<file path="src/core/itx_pkg.sv">
package itx_pkg;

   // ----------------------------------------------------------------------
   // Descriptor layout
   // ----------------------------------------------------------------------
   localparam logic [3:0] CMD_MORE   = 4'h0;  // Payload fragment
   localparam logic [3:0] CMD_LAST   = 4'h1;  // Final fragment
   localparam logic [3:0] CMD_STORE  = 4'h8;  // Constant store
   localparam logic [2:0] KEY_PLAIN  = 3'h0;  // Data taken from buffer
   localparam logic [2:0] KEY_IMM    = 3'h1;  // Header held in descriptor
   localparam logic [2:0] KEY_STORE  = 3'h6;  // Variant of constant store
   localparam int         CMD_HI     = 31;    // Opcode field
   localparam int         CMD_LO     = 28;
   localparam int         STAT_BIT   = 27;    // Status write flag
   localparam int         KEY_HI     = 26;    // Variant field
   localparam int         KEY_LO     = 24;
   localparam int         CNT_HI     = 15;    // Byte request count
   localparam logic [1:0] Q_CTRL     = 2'h0;  // Quadlet of control word
   localparam logic [1:0] Q_ADDR     = 2'h1;  // Quadlet of buffer address
   localparam logic [1:0] Q_BRANCH   = 2'h2;  // Quadlet of pointer and size
   localparam logic [2:0] Q_IMM      = 3'h4;  // First header quadlet
   localparam logic [3:0] Z_END      = 4'h0;  // End of program
   localparam logic [3:0] Z_MAX      = 4'h8;  // Largest block
   localparam int         BUF_WORDS  = 32;    // Eight descriptors of four
   localparam logic [31:0] STAT_OFS  = 32'h0000_000c; // Status quadlet

   // ----------------------------------------------------------------------
   // Software registers
   // ----------------------------------------------------------------------
   localparam logic [7:0] REG_CTRL   = 8'h00;
   localparam logic [7:0] REG_PTR    = 8'h04;
   localparam logic [7:0] REG_STAT   = 8'h08;
   localparam int         CTL_RUN    = 0;     // Write bit: run level
   localparam int         CTL_WAKE   = 1;     // Write bit: wake pulse
   localparam int         CC_RUN     = 15;    // Context control positions
   localparam int         CC_WAKE    = 12;
   localparam int         CC_DEAD    = 11;
   localparam int         CC_ACTIVE  = 10;

   // ----------------------------------------------------------------------
   // Types
   // ----------------------------------------------------------------------
   typedef enum logic [3:0] {
      S_IDLE, S_FETCH, S_WAIT_CYC, S_DECODE, S_STORE, S_IMM,
      S_PAYLOAD, S_STATUS, S_BRANCH, S_ENDED, S_DEAD
   } eng_state_t;

   typedef struct packed {
      logic        req;
      logic [31:0] addr;
   } mem_rd_t;

   typedef struct packed {
      logic        req;
      logic [31:0] addr;
      logic [31:0] data;
   } mem_wr_t;

   typedef struct packed {
      logic        valid;
      logic [31:0] data;
      logic        eop;
   } tx_beat_t;

   typedef struct packed {
      logic        wr;
      logic        rd;
      logic [7:0]  addr;
      logic [31:0] wdata;
   } reg_req_t;

   // Block size code that names a real block
   function automatic logic z_ok(input logic [3:0] z);
      z_ok = (z != Z_END) && (z <= Z_MAX);
   endfunction : z_ok

endpackage : itx_pkg

</file>
<file path="src/core/itx_block_fetch.sv">
`timescale 1ns/10ps
module itx_block_fetch (
   input  wire logic                   core_clk,
   input  wire logic                   nrst,
   input  wire logic                   go,
   input  wire logic [31:0]            base,
   input  wire logic [3:0]             z,
   input  wire logic [2:0]             slot,
   output itx_pkg::mem_rd_t            rd,
   input  wire logic                   rd_ack,
   input  wire logic [31:0]            rd_data,
   output logic                        busy,
   output logic                        done,
   output logic [7:0][31:0]            words
);

   // ----------------------------------------------------------------------
   // State
   // ----------------------------------------------------------------------
   typedef struct packed {
      logic        busy;
      logic        done;
      logic [5:0]  cnt;   // Quadlets taken so far
      logic [5:0]  last;  // Final quadlet index
      logic [31:0] addr;  // Next read address
   } fch_t;

   fch_t fch_ff;
   fch_t nxt_fch;
   logic [31:0] buf_mem [itx_pkg::BUF_WORDS];  // Whole block held here

   // Next state: one burst of z descriptors back to back
   always_comb begin
      nxt_fch      = fch_ff;
      nxt_fch.done = 1'b0;
      if (go && !fch_ff.busy) begin  // Whole block at once
         nxt_fch.busy = 1'b1;
         nxt_fch.cnt  = 6'h00;
         nxt_fch.last = 6'({z, 2'b00} - 6'h01);
         nxt_fch.addr = base;
      end else if (fch_ff.busy && rd_ack) begin
         nxt_fch.cnt  = fch_ff.cnt + 6'h01;
         nxt_fch.addr = fch_ff.addr + 32'h0000_0004;
         if (fch_ff.cnt == fch_ff.last) begin
            nxt_fch.busy = 1'b0;
            nxt_fch.done = 1'b1;
         end
      end
   end

   // State register
   always_ff @(posedge core_clk or negedge nrst) begin
      if (!nrst) begin
         fch_ff <= '0;
      end else begin
         fch_ff <= nxt_fch;
      end
   end

   // Buffer store; no reset needed for data words
   always_ff @(posedge core_clk) begin
      if (fch_ff.busy && rd_ack) begin
         buf_mem[fch_ff.cnt[4:0]] <= rd_data;
      end
   end

   // Eight quadlets from the selected descriptor onward
   always_comb begin
      for (int k = 0; k < 8; k++) begin
         words[k] = buf_mem[5'({slot, 2'b00} + 5'(k))];
      end
   end

   assign rd.req  = fch_ff.busy;
   assign rd.addr = fch_ff.addr;
   assign busy    = fch_ff.busy;
   assign done    = fch_ff.done;

   // Done follows the final acknowledged quadlet
   a_fetch_done_end: assert property (@(posedge core_clk) disable iff (!nrst)
      fch_ff.busy && rd_ack && fch_ff.cnt == fch_ff.last
      |=> done && !busy)
      else $error("fetch did not finish on last quadlet");

endmodule : itx_block_fetch

</file>
<file path="src/core/itx_engine.sv">
`timescale 1ns/10ps
// Summary of operation
// - Opcode 8 decodes as constant store
// - Stored word is zero top, halfword bottom
// - Store goes exactly to target pointer, low address bits not cleared
// - Size 0 ends on a branch and kills the start pointer, 1-8 counts, 9-15 reserved
// - Whole block fetched in one burst
// - Pad packet up to quadlet boundary
// - Final with size zero stops fetching
// - Ended program may be extended live
// - Lost cycle follows first descriptor's pointer
// - Skip ignores branch control field
// - One block consumed per bus cycle
// - Next size learned only from branch
// - Empty final fragment sends nothing if no beat went before it
// - Status flag writes control state back
module itx_engine (
   input  wire logic                   core_clk,
   input  wire logic                   nrst,
   input  wire itx_pkg::reg_req_t      reg_req,
   output logic [31:0]                 reg_rdata,
   input  wire logic                   cycle_start,
   input  wire logic                   cycle_lost,
   input  wire logic [15:0]            cycle_stamp,
   output itx_pkg::mem_rd_t            mem_rd,
   input  wire logic                   mem_rd_ack,
   input  wire logic [31:0]            mem_rd_data,
   output itx_pkg::mem_wr_t            mem_wr,
   input  wire logic                   mem_wr_ack,
   output itx_pkg::tx_beat_t           tx
);

   // ----------------------------------------------------------------------
   // State
   // ----------------------------------------------------------------------
   typedef struct packed {
      itx_pkg::eng_state_t st;
      logic        run;       // Software run level
      logic        wake;      // Software asked for re-check
      logic        active;
      logic        dead;
      logic [31:0] cmd_ptr;   // Start pointer with size code
      logic [31:0] blk_base;  // Current block address
      logic [3:0]  blk_z;     // Current block size
      logic [2:0]  slot;      // Descriptor within block
      logic [15:0] remain;    // Bytes left in fragment
      logic [2:0]  imm_q;     // Header quadlet index
      logic [15:0] total;     // Bytes in this packet
      logic        sent;      // Any beat this cycle
      logic        recheck;   // Fetch is a re-read of an ended block
      logic        fetch_go;
      logic        rd_req;
      logic [31:0] rd_addr;
      itx_pkg::mem_wr_t wr;
      itx_pkg::tx_beat_t tx;
      logic [31:0] rdata;
   } eng_t;

   eng_t eng_ff;
   eng_t nxt_eng;

   logic [7:0][31:0] dq;          // Quadlets from current descriptor
   itx_pkg::mem_rd_t fch_rd;      // Fetcher memory request
   logic             fch_busy;
   logic             fch_done;
   logic [15:0]      ctx_state;   // Low half of context control

   // ----------------------------------------------------------------------
   // Block fetcher
   // ----------------------------------------------------------------------
   itx_block_fetch u_fetch (
      .core_clk (core_clk),
      .nrst     (nrst),
      .go       (eng_ff.fetch_go),
      .base     (eng_ff.blk_base),
      .z        (eng_ff.blk_z),
      .slot     (eng_ff.slot),
      .rd       (fch_rd),
      .rd_ack   (mem_rd_ack),
      .rd_data  (mem_rd_data),
      .busy     (fch_busy),
      .done     (fch_done),
      .words    (dq)
   );

   // Fetcher owns the read port while busy; engine never overlaps it
   assign mem_rd = fch_busy ? fch_rd
                 : itx_pkg::mem_rd_t'{eng_ff.rd_req, eng_ff.rd_addr};
   assign mem_wr = eng_ff.wr;
   assign tx     = eng_ff.tx;
   assign reg_rdata = eng_ff.rdata;

   always_comb begin
      ctx_state = 16'h0000;
      ctx_state[itx_pkg::CC_RUN]    = eng_ff.run;
      ctx_state[itx_pkg::CC_WAKE]   = eng_ff.wake;
      ctx_state[itx_pkg::CC_DEAD]   = eng_ff.dead;
      ctx_state[itx_pkg::CC_ACTIVE] = eng_ff.active;
   end

   // ----------------------------------------------------------------------
   // Next state
   // ----------------------------------------------------------------------
   always_comb begin
      logic [3:0]  cmd;
      logic [2:0]  key;
      logic [31:0] ptr;
      logic        wake_use;
      nxt_eng          = eng_ff;
      cmd              = dq[itx_pkg::Q_CTRL][itx_pkg::CMD_HI:itx_pkg::CMD_LO];
      key              = dq[itx_pkg::Q_CTRL][itx_pkg::KEY_HI:itx_pkg::KEY_LO];
      ptr              = dq[itx_pkg::Q_BRANCH];
      wake_use         = 1'b0;
      nxt_eng.fetch_go = 1'b0;
      nxt_eng.tx.valid = 1'b0;
      nxt_eng.tx.eop   = 1'b0;
      nxt_eng.rdata    = 32'h0000_0000;

      // Register reads: answer in the next cycle only
      if (reg_req.rd) begin
         case (reg_req.addr)
            itx_pkg::REG_CTRL: nxt_eng.rdata = {16'h0000, ctx_state};
            itx_pkg::REG_PTR:  nxt_eng.rdata = eng_ff.cmd_ptr;
            itx_pkg::REG_STAT: nxt_eng.rdata = {12'h000, eng_ff.st,
                                                eng_ff.total};
            default:           nxt_eng.rdata = 32'h0000_0000;
         endcase
      end

      case (eng_ff.st)
         // Wait for run, then load the start block
         itx_pkg::S_IDLE: begin
            nxt_eng.active = 1'b0;
            if (eng_ff.run) begin
               nxt_eng.blk_base = {eng_ff.cmd_ptr[31:4], 4'h0};
               nxt_eng.blk_z    = eng_ff.cmd_ptr[3:0];
               nxt_eng.recheck  = 1'b0;
               if (itx_pkg::z_ok(eng_ff.cmd_ptr[3:0])) begin
                  nxt_eng.fetch_go = 1'b1;
                  nxt_eng.active   = 1'b1;
                  nxt_eng.st       = itx_pkg::S_FETCH;
               end else begin
                  nxt_eng.st = itx_pkg::S_DEAD;
               end
            end
         end
         itx_pkg::S_FETCH: begin
            nxt_eng.slot = 3'h0;
            if (fch_done) begin
               nxt_eng.slot = eng_ff.recheck ? 3'(eng_ff.blk_z - 4'h1)
                                             : 3'h0;
               nxt_eng.st   = eng_ff.recheck ? itx_pkg::S_BRANCH
                                             : itx_pkg::S_WAIT_CYC;
            end
         end
         // Block stays parked until its own bus cycle
         itx_pkg::S_WAIT_CYC: begin
            nxt_eng.total = 16'h0000;
            nxt_eng.sent  = 1'b0;
            if (!eng_ff.run) begin
               nxt_eng.st = itx_pkg::S_IDLE;
            end else if (cycle_lost) begin
               // First descriptor's pointer, branch code not looked at
               nxt_eng.st = itx_pkg::S_BRANCH;
            end else if (cycle_start) begin
               nxt_eng.st = itx_pkg::S_DECODE;
            end
         end
         itx_pkg::S_DECODE: begin
            nxt_eng.remain = dq[itx_pkg::Q_CTRL][itx_pkg::CNT_HI:0];
            nxt_eng.imm_q  = itx_pkg::Q_IMM;
            nxt_eng.rd_addr = dq[itx_pkg::Q_ADDR];
            if (cmd == itx_pkg::CMD_STORE) begin
               nxt_eng.wr.req  = 1'b1;
               nxt_eng.wr.addr = dq[itx_pkg::Q_ADDR];
               nxt_eng.wr.data = {16'h0000,
                                  dq[itx_pkg::Q_CTRL][15:0]};
               nxt_eng.st      = itx_pkg::S_STORE;
            end else if (key == itx_pkg::KEY_IMM) begin
               nxt_eng.st = itx_pkg::S_IMM;
            end else begin
               nxt_eng.st = itx_pkg::S_PAYLOAD;
            end
         end
         // Hold the write until memory takes it
         itx_pkg::S_STORE: begin
            if (mem_wr_ack) begin
               nxt_eng.wr.req = 1'b0;
               nxt_eng.slot   = eng_ff.slot + 3'h1;
               nxt_eng.st     = itx_pkg::S_DECODE;
            end
         end
         // Header quadlets straight from the descriptor, payload quadlets from memory
         itx_pkg::S_IMM, itx_pkg::S_PAYLOAD: begin
            if (eng_ff.remain == 16'h0000) begin
               if (cmd == itx_pkg::CMD_LAST) begin
                  // Nothing sent means a non-transmit cycle
                  nxt_eng.tx.eop = eng_ff.sent;
                  nxt_eng.wr.addr = eng_ff.blk_base
                     + {25'h0, eng_ff.slot, 4'h0} + itx_pkg::STAT_OFS;
                  nxt_eng.wr.data = {ctx_state, cycle_stamp};
                  nxt_eng.wr.req  = dq[itx_pkg::Q_CTRL][itx_pkg::STAT_BIT];
                  nxt_eng.st = dq[itx_pkg::Q_CTRL][itx_pkg::STAT_BIT]
                             ? itx_pkg::S_STATUS : itx_pkg::S_BRANCH;
               end else begin
                  nxt_eng.slot = eng_ff.slot
                     + ((eng_ff.st == itx_pkg::S_IMM) ? 3'h2 : 3'h1);
                  nxt_eng.st   = itx_pkg::S_DECODE;
               end
            end else if (eng_ff.st == itx_pkg::S_IMM ||
                         (eng_ff.rd_req && mem_rd_ack)) begin
               nxt_eng.rd_req   = 1'b0;
               nxt_eng.tx.valid = 1'b1;
               nxt_eng.tx.data  = (eng_ff.st == itx_pkg::S_IMM)
                                ? dq[eng_ff.imm_q] : mem_rd_data;
               // Bytes past the count go out as zero padding
               if (eng_ff.remain < 16'h0004) begin
                  for (int b = 0; b < 4; b++) begin
                     if (16'(b) >= eng_ff.remain) begin
                        nxt_eng.tx.data[8*b +: 8] = 8'h00;
                     end
                  end
                  nxt_eng.remain = 16'h0000;
               end else begin
                  nxt_eng.remain = eng_ff.remain - 16'h0004;
               end
               nxt_eng.total   = eng_ff.total + ((eng_ff.remain < 16'h0004)
                               ? eng_ff.remain : 16'h0004);
               nxt_eng.sent    = 1'b1;
               nxt_eng.imm_q   = eng_ff.imm_q + 3'h1;
               nxt_eng.rd_addr = eng_ff.rd_addr + 32'h0000_0004;
            end else begin
               nxt_eng.rd_req = 1'b1;
            end
         end
         itx_pkg::S_STATUS: begin
            if (mem_wr_ack) begin
               nxt_eng.wr.req = 1'b0;
               nxt_eng.st     = itx_pkg::S_BRANCH;
            end
         end
         // Size of next block comes only from this pointer
         itx_pkg::S_BRANCH: begin
            if (ptr[3:0] == itx_pkg::Z_END) begin
               nxt_eng.st = itx_pkg::S_ENDED;
            end else if (!itx_pkg::z_ok(ptr[3:0])) begin
               nxt_eng.st = itx_pkg::S_DEAD;
            end else begin
               nxt_eng.blk_base = {ptr[31:4], 4'h0};
               nxt_eng.blk_z    = ptr[3:0];
               nxt_eng.recheck  = 1'b0;
               nxt_eng.fetch_go = 1'b1;
               nxt_eng.st       = itx_pkg::S_FETCH;
            end
         end
         // Re-read the final block on wake to see appended work
         itx_pkg::S_ENDED: begin
            if (!eng_ff.run) begin
               nxt_eng.st = itx_pkg::S_IDLE;
            end else if (eng_ff.wake) begin
               wake_use         = 1'b1;
               nxt_eng.recheck  = 1'b1;
               nxt_eng.fetch_go = 1'b1;
               nxt_eng.st       = itx_pkg::S_FETCH;
            end
         end
         itx_pkg::S_DEAD: begin
            nxt_eng.dead   = 1'b1;
            nxt_eng.active = 1'b0;
            if (!eng_ff.run) begin
               nxt_eng.dead = 1'b0;
               nxt_eng.st   = itx_pkg::S_IDLE;
            end
         end
         default: nxt_eng.st = itx_pkg::S_IDLE;
      endcase

      // Register writes; a new wake beats its own consumption
      nxt_eng.wake = (eng_ff.wake && !wake_use)
                   || (reg_req.wr && reg_req.addr == itx_pkg::REG_CTRL
                       && reg_req.wdata[itx_pkg::CTL_WAKE]);
      if (reg_req.wr && reg_req.addr == itx_pkg::REG_CTRL) begin
         nxt_eng.run = reg_req.wdata[itx_pkg::CTL_RUN];
      end
      if (reg_req.wr && reg_req.addr == itx_pkg::REG_PTR) begin
         nxt_eng.cmd_ptr = reg_req.wdata;
      end
   end

   // State register
   always_ff @(posedge core_clk or negedge nrst) begin
      if (!nrst) begin
         eng_ff    <= '0;
         eng_ff.st <= itx_pkg::S_IDLE;
      end else begin
         eng_ff <= nxt_eng;
      end
   end

   // ----------------------------------------------------------------------
   // Checks
   // ----------------------------------------------------------------------
   a_store_zero_top: assert property (@(posedge core_clk) disable iff (!nrst)
      eng_ff.st == itx_pkg::S_DECODE && dq[0][31:28] == itx_pkg::CMD_STORE
      |=> mem_wr.req && mem_wr.data[31:16] == 16'h0000
          && mem_wr.data[15:0] == $past(dq[0][15:0]))
      else $error("store data not zero extended");
   a_store_target: assert property (@(posedge core_clk) disable iff (!nrst)
      eng_ff.st == itx_pkg::S_DECODE && dq[0][31:28] == itx_pkg::CMD_STORE
      |=> mem_wr.addr == $past(dq[1]))
      else $error("store address differs from target pointer");
   a_store_hold: assert property (@(posedge core_clk) disable iff (!nrst)
      eng_ff.st == itx_pkg::S_STORE && !mem_wr_ack
      |=> eng_ff.st == itx_pkg::S_STORE && mem_wr.req)
      else $error("store left before acknowledge");
   a_reserved_size: assert property (@(posedge core_clk) disable iff (!nrst)
      eng_ff.st == itx_pkg::S_BRANCH && dq[2][3:0] > itx_pkg::Z_MAX
      |=> eng_ff.st == itx_pkg::S_DEAD ##1 tx.valid == 1'b0)
      else $error("reserved size code not refused");
   a_end_no_fetch: assert property (@(posedge core_clk) disable iff (!nrst)
      eng_ff.st == itx_pkg::S_BRANCH && dq[2][3:0] == itx_pkg::Z_END
      |=> eng_ff.st == itx_pkg::S_ENDED && !eng_ff.fetch_go)
      else $error("fetch after end of program");
   a_wake_refetch: assert property (@(posedge core_clk) disable iff (!nrst)
      eng_ff.st == itx_pkg::S_ENDED && eng_ff.run && eng_ff.wake
      |=> eng_ff.fetch_go && eng_ff.recheck ##1 fch_busy)
      else $error("wake did not re-read ended block");
   a_lost_skip: assert property (@(posedge core_clk) disable iff (!nrst)
      eng_ff.st == itx_pkg::S_WAIT_CYC && eng_ff.run && cycle_lost
      |=> eng_ff.st == itx_pkg::S_BRANCH && eng_ff.slot == 3'h0
          && !tx.valid)
      else $error("lost cycle did not skip");
   a_pad_zero: assert property (@(posedge core_clk) disable iff (!nrst)
      tx.valid && $past(eng_ff.remain) == 16'h0001
      |-> tx.data[31:8] == 24'h000000)
      else $error("padding bytes not zero");
   a_empty_silent: assert property (@(posedge core_clk) disable iff (!nrst)
      eng_ff.st == itx_pkg::S_PAYLOAD && eng_ff.remain == 16'h0000
      && dq[0][31:28] == itx_pkg::CMD_LAST && !eng_ff.sent
      |=> !tx.eop && !tx.valid)
      else $error("empty cycle produced output");
   a_status_word: assert property (@(posedge core_clk) disable iff (!nrst)
      eng_ff.st == itx_pkg::S_STATUS
      |-> mem_wr.req && mem_wr.addr[3:0] == 4'hc)
      else $error("status write misplaced");
   a_one_block: assert property (@(posedge core_clk) disable iff (!nrst)
      eng_ff.st == itx_pkg::S_FETCH && fch_done && !eng_ff.recheck
      |=> eng_ff.st == itx_pkg::S_WAIT_CYC)
      else $error("block ran without waiting for cycle");

endmodule : itx_engine

</file>
<file path="config.mk">
export PLATFORM = sky130hd
export DESIGN_NAME = itx_engine
export DESIGN_NICKNAME = d
export VERILOG_FILES = /design/src/core/itx_pkg.sv /design/src/core/itx_block_fetch.sv /design/src/core/itx_engine.sv
export SDC_FILE = /design/constraint.sdc
export NUM_CORES = 2
export LEC_CHECK = 0
export BUFFER_PORTS_ARGS = -buffer_cell sky130_fd_sc_hd__buf_4
export CAP_MARGIN = 10
export CORE_MARGIN = 2
export CORE_UTILIZATION = 35
export DETAILED_ROUTE_END_ITERATION = 8
export PLACE_DENSITY_LB_ADDON = 0.12
export SLEW_MARGIN = 20
export SYNTH_ARGS = -nofsm -noshare
export SYNTH_HDL_FRONTEND = slang
export SYNTH_SLANG_ARGS = --single-unit
</file>
<file path="constraint.sdc">
create_clock -name core_clk -period 11.65 [get_ports core_clk]
set_input_delay 2.33 -clock core_clk [delete_from_list [all_inputs] [get_ports core_clk]]
set_output_delay 2.33 -clock core_clk [all_outputs]
set_load 0.03 [all_outputs]
</file>
Word-level counts from Yosys, hierarchy flattened

Memory sizes are Yosys's and may differ from the RTL's.
Cells that the tools add are included.

$add $sub $neg: 19
Magnitude comparators: 8
Eq/ne operators: 34
Multiplexer cells: 85
Bitwise operators: 1
Reduce and logical (&&, ||, !) cells: 41

Operator list:

| kind                                                              | number |
|---|---|
| 2-to-1 mux 32 bit                                                 | 8 |
| 2-to-1 mux 65 bit                                                 | 3 |
| 2-to-1 mux 36 bit                                                 | 5 |
| one-hot mux 64 bit (2 select lines)                               | 1 |
| 2-to-1 mux 33 bit                                                 | 3 |
| binary-select mux 32 bit (select 3 bit)                           | 1 |
| one-hot mux 32 bit (3 select lines)                               | 1 |
| 2-to-1 mux 4 bit                                                  | 18 |
| one-hot mux 36 bit (2 select lines)                               | 1 |
| adder 32 x 3 -> 32 bit, second input constant                     | 2 |
| one-hot mux 32 bit (2 select lines)                               | 1 |
| 2-to-1 mux 8 bit                                                  | 5 |
| one-hot mux 4 bit (10 select lines)                               | 1 |
| one-hot mux 19 bit (2 select lines)                               | 1 |
| 2-to-1 mux 34 bit                                                 | 1 |
| one-hot mux 17 bit (2 select lines)                               | 1 |
| adder 32 x 4 -> 32 bit, second input constant                     | 1 |
| adder 32 x 7 -> 32 bit                                            | 1 |
| greater-or-equal comparator 1 x 16 -> 1 bit, first input constant | 2 |
| greater-or-equal comparator 2 x 16 -> 1 bit, first input constant | 2 |
| 2-to-1 mux 16 bit                                                 | 2 |
| != test 2 bit, second input constant                              | 14 |
| adder 5 x 3 -> 5 bit, second input constant                       | 4 |
| adder 16 bit                                                      | 1 |
| other kinds (47)                                                  | 108 |

Flip-flop bits (word level): 327
Memory bits (writable): 1024
Bits of input ports: 96
Output and inout bits: 164
Word-level logic and storage cells: 218
Memories kept: 1

Memory list:

| name            | depth | width | rd ports | clocked after memory_dff | write ports | line                  | RTL |
|---|---|---|---|---|---|---|---|
| u_fetch.buf_mem | 32    | 32    | 8        | 0                        | 1           | itx_block_fetch.sv:30 | `logic [31:0] buf_mem [itx_pkg::BUF_WORDS];` |

Logic depth before layout (Yosys ltp)

An unclocked memory read counts as a cell.

Depth in word-level cells: 10
Depth in mapped cells: 17
Gate-level depth less buffers: 16

By module

Synthesis repeated with hierarchy kept, for this count alone.

Cell total of the unflattened synthesis: 4079
Area total of the unflattened synthesis: 65442.8 sq um

By module, submodules not included:

| module          | times used | cells each | area each (sq um) |
|---|---|---|---|
| itx_block_fetch | 1          | 2289       | 48684.2 |
| itx_engine      | 1          | 1790       | 16758.6 |

Worst setup path before layout

OpenSTA, ideal clock, no wires.

Path type: input to register
From: input port mem_rd_ack
To: memory u_fetch.buf_mem[19][0], enable pin
Library setup time: 0.468 ns
Arrival: 5.581 ns
Slack: 5.601 ns
Stages: 5
Path buffers: 1
Path through: and2_0 -> clkbuf_1 -> nand2_1 -> or2_2 -> nor3b_1

Cells in the longest elaborated chain, start to end: 3

RTL lines:

| what                                   | line                  | RTL |
|---|---|---|
| start: declaration                     | itx_engine.sv:26      | `input wire logic mem_rd_ack,` |
| logical AND 1 bit                      | itx_block_fetch.sv:62 | `if (fch_ff.busy && rd_ack) begin` |
| 2-to-1 mux 1 bit                       | itx_block_fetch.sv:62 |  |
| 2-to-1 mux 1 bit (not written as such) | itx_block_fetch.sv:63 | `buf_mem[fch_ff.cnt[4:0]] <= rd_data;` |
| end: declaration                       | itx_block_fetch.sv:30 |  |

No other way between the ends.

Worst setup path in the final report

From: register eng_ff[203] (netlist name)
To: register eng_ff, in the netlist mem_wr[35]

Cells in the longest elaborated chain, start to end: 4

RTL lines:

| what                                                                       | line              | RTL |
|---|---|---|
| start: declaration                                                         | itx_engine.sv:59  | `eng_t eng_ff;` |
| start signal: assignment                                                   | itx_engine.sv:296 | `eng_ff <= nxt_eng;` |
| adder 5 x 1 -> 5 bit or memory read (32 x 32 bit) (tied branches)          | --                |  |
| memory read (32 x 32 bit) *                                                | --                |  |
| 2-to-1 mux 65 bit or != test 2 bit (tied branches)                         | --                |  |
| one-hot mux 64 bit (2 select lines) or AND reduction 4 bit (tied branches) | --                |  |

Every way passes the cells marked *; elsewhere a longest branch is shown, timed or not. The select of a mux whose other input is x is not followed.
A chain may end at the register's enable or synchronous reset.

==> metrics.txt <==
r2r startpoint=eng_ff[203]; commonest non-fill, non-tap cell in the layout=edfxtp_1; Seq/Total Area, Yosys=59.2%; Hold Path Stages=2; Ys Warns=0; Pwr per Cell Area=240 nW/µm²; total power=17.8 mW; CP max stage cell=buf_4; Final Skew=0.0241 ns; status=finished clean; Initial Util=35.1%; Register Area=38500 µm²; leak pwr=24.8 nW; io pins=260; clock tree sinks=1332; Multi-input gate area=24400 µm²; post-CTS setup buffer count=0; R2R setup slack=6.49 ns; FF-to-FF path depth=10; vias in the first global route=41.5k; CTS root buf=clkbuf_16; Site Rows=158; CP cell instances=buf_4, buf_12, mux2i_1, or3_1, o31ai_1, buf_4, o21ai_0, a21o_4, buf_4, mux2_2; Slowest Stage Delay on Critical Path=0.75 ns; worst-case clock buffer depth=3; Worst Path Required=12.34 ns; CP most frequent cell=buf_4; layout cell share with drive strength beyond 1=28.3%; initial antenna violation count=15; Post-synth EDFFs=1024; final core utilization=40.0%; die width=435 µm; largest net degree at the start of global routing=124; Max Clk Rate=0.194 GHz; Worst-Margin Slew=1.23 ns; Startpoint Class=flop; largest family of logic cells by synthesized area=multiplexers; htree depth=4; dpl cells=6758; GPL Wtd Cong=0.879; Final TNS setup=0 ns; CTS tree=built; 1st-iter DRT viols=4920; RSZ-0062 raised after global routing=no; commonest non-fill, non-tap cells in the layout=edfxtp_1 (1024), mux4_2 (516), nand2_1 (419); via/cell ratio=5.96; HP Start=mem_wr[2]; Layout area overhead=13.9%; WS Path Type=flop to flop; synthesized area=65000 µm²; Simple-Gate Fraction of Synth Area=6.91%; Worst Hold Class=flop to flop; Final setup viols=0; Compound-Gate Fraction of Synth Area=6.70%; DRC violations left=0; # fillers=17.0k; post-route non-filler standard cell count=7050; global-route wire length before repair=334 mm; mux cell area share after synthesis=21.8%; Yosys cell types=82; min cycle time layout=5.16 ns; vias=42.0k; Final Slew Violations=0; clk_lat worst skew=0.82 ns; HPWL after DPL=156 mm; synthesized flop and latch total=1332; Critical Path End Type=flop; synthesized area per cell=15.1 µm²; total gr overflow=0; fraction of registers with async set/reset=23.1%; hold endpoint=mem_wr[2]; die height=435 µm; RR Endpoint=mem_wr[35]; drt total wl=240 mm; first-pass iteration count of the detailed router=7; cts hold-fix bufs=0; VDD IR-drop max=0.000202 V; Worst Path Max Fanout=103; Cells after Synth=4312; post-CTS sizing=0; # port buffers=247; DR WL/cell=34.0 µm; CTS Buf Count=156; post-synthesis adder-cell area fraction=0.650%; Total Routing Usage GR=25.0%; headroom to the max-slew limit=16.0%; Final Hold Viols=0; period utilisation layout=44.3%; core area=185000 µm²; Nets=4565; WP data arrival=5.85 ns; clk slew on worst S/H paths=0.06 ns; total die area=189000 µm²; Synth Flop Type=edfxtp_1; Max-cap violations=0; post-route ant nets=0; post-synthesis xor/xnor area fraction=0.727%
[how the worst max path moves through the flow]
stage               cells past startpoint                 endpoint        start
floorplan                               5   u_fetch.buf_mem[19][0]   mem_rd_ack
global placement                        6  u_fetch.buf_mem[12][25]   mem_rd_ack
detailed placement                      6  u_fetch.buf_mem[30][25]   mem_rd_ack
CTS                                    10               mem_wr[35]  eng_ff[203]
global route                           10               mem_wr[35]  eng_ff[202]
finish                                 10               mem_wr[35]  eng_ff[203]
[flip-flops by register name (all words and copies together) (netlist names)]
signal	flops
ctx_state	4
eng_ff	142
mem_wr	53
reg_rdata	32
tx	34
u_fetch.buf_mem	1024
u_fetch.busy	1
u_fetch.done	1
u_fetch.fch_ff	11
u_fetch.rd	30
[critical path: cells and delay by family (launching register included)]
kind,cells,cell delay (ns)
and+or+nand+nor,1,0.17
muxes,2,0.86
buffers and inverters,4,2.24
DFF,1,0.74
AOI/OAI and AO/OA,3,0.76
[cell families after synthesis]
kind of cell	Yosys count
other	1
AOI/OAI and AO/OA	689
adders and majority gates	32
DFF	1332
muxes	758
xor gates and xnor gates	54
buffers and inverters	460
and+or+nand+nor	986
[layer usage]
metal	track usage, %	part of all wire, %	wire [µm]	vias to the layer above
met2	39.2	46	111000	1992
met3	4.79	7.8	18700	333
met4	7.82	3.2	7600	8
met1	35.1	43	103000	22366
li1	-	-	-	17285
met5	0	0.021	51	-
[where the power goes]
group          leakage [nW]  internal, mW  switching, mW
sequential             13.1          5.55          0.583
clock                  2.47          2.89           2.04
combinational          9.21          2.64           4.10
[metrics by stage]
step / hold WS (ns) / area [µm²] / setup WS [ns]
floorplan: 0.442 / 65100 / 5.60
global placement: 0.465 / 68900 / 6.25
detailed placement: 0.472 / 68900 / 6.20
CTS: 0.484 / 74000 / 6.48
global route: 0.507 / 74100 / 6.26
finish: 0.480 / 74100 / 6.49
[cells in the mapped netlist, types with 9 or more instances]
cell type | instances | area [µm²]
edfxtp_1 | 1024 | 30700
mux4_2 | 516 | 11600
nand2_1 | 420 | 1580
dfrtp_1 | 308 | 7710
o21ai_0 | 238 | 1190
nor2_1 | 208 | 781
buf_4 | 173 | 1300
mux2i_1 | 130 | 1300
a21oi_1 | 126 | 631
clkbuf_1 | 121 | 454
mux2_2 | 111 | 1250
nand3_1 | 109 | 546
buf_2 | 86 | 430
o22ai_1 | 60 | 375
and3_1 | 52 | 325
nor3_1 | 46 | 230
a22oi_1 | 39 | 293
inv_1 | 35 | 131
xor2_1 | 32 | 280
a31oi_1 | 31 | 194
nand4_1 | 31 | 194
ha_1 | 29 | 363
o31ai_1 | 26 | 195
nor2b_1 | 25 | 156
buf_1 | 24 | 90.1
xnor2_1 | 22 | 193
a32oi_1 | 19 | 166
buf_6 | 19 | 214
and2_1 | 18 | 113
nand2b_1 | 16 | 100
and4_1 | 15 | 131
o211ai_1 | 15 | 113
a22o_1 | 13 | 114
o22a_1 | 13 | 114
a211oi_1 | 12 | 90.1
a41oi_1 | 11 | 96.3
nor4_1 | 11 | 68.8
a21o_1 | 9 | 67.6
a221o_1 | 9 | 90.1
[cell type report]
cell class,instances,share of cell area (%)
antenna,5,0.0169
clock buffer,220,5.86
clock inverter,66,1.01
inverter,37,0.188
multi-input combinational,2542,33.0
sequential,1332,51.9
tap,2480,4.19
timing repair buffer,368,3.83
Power figures use the tool's default switching activity.
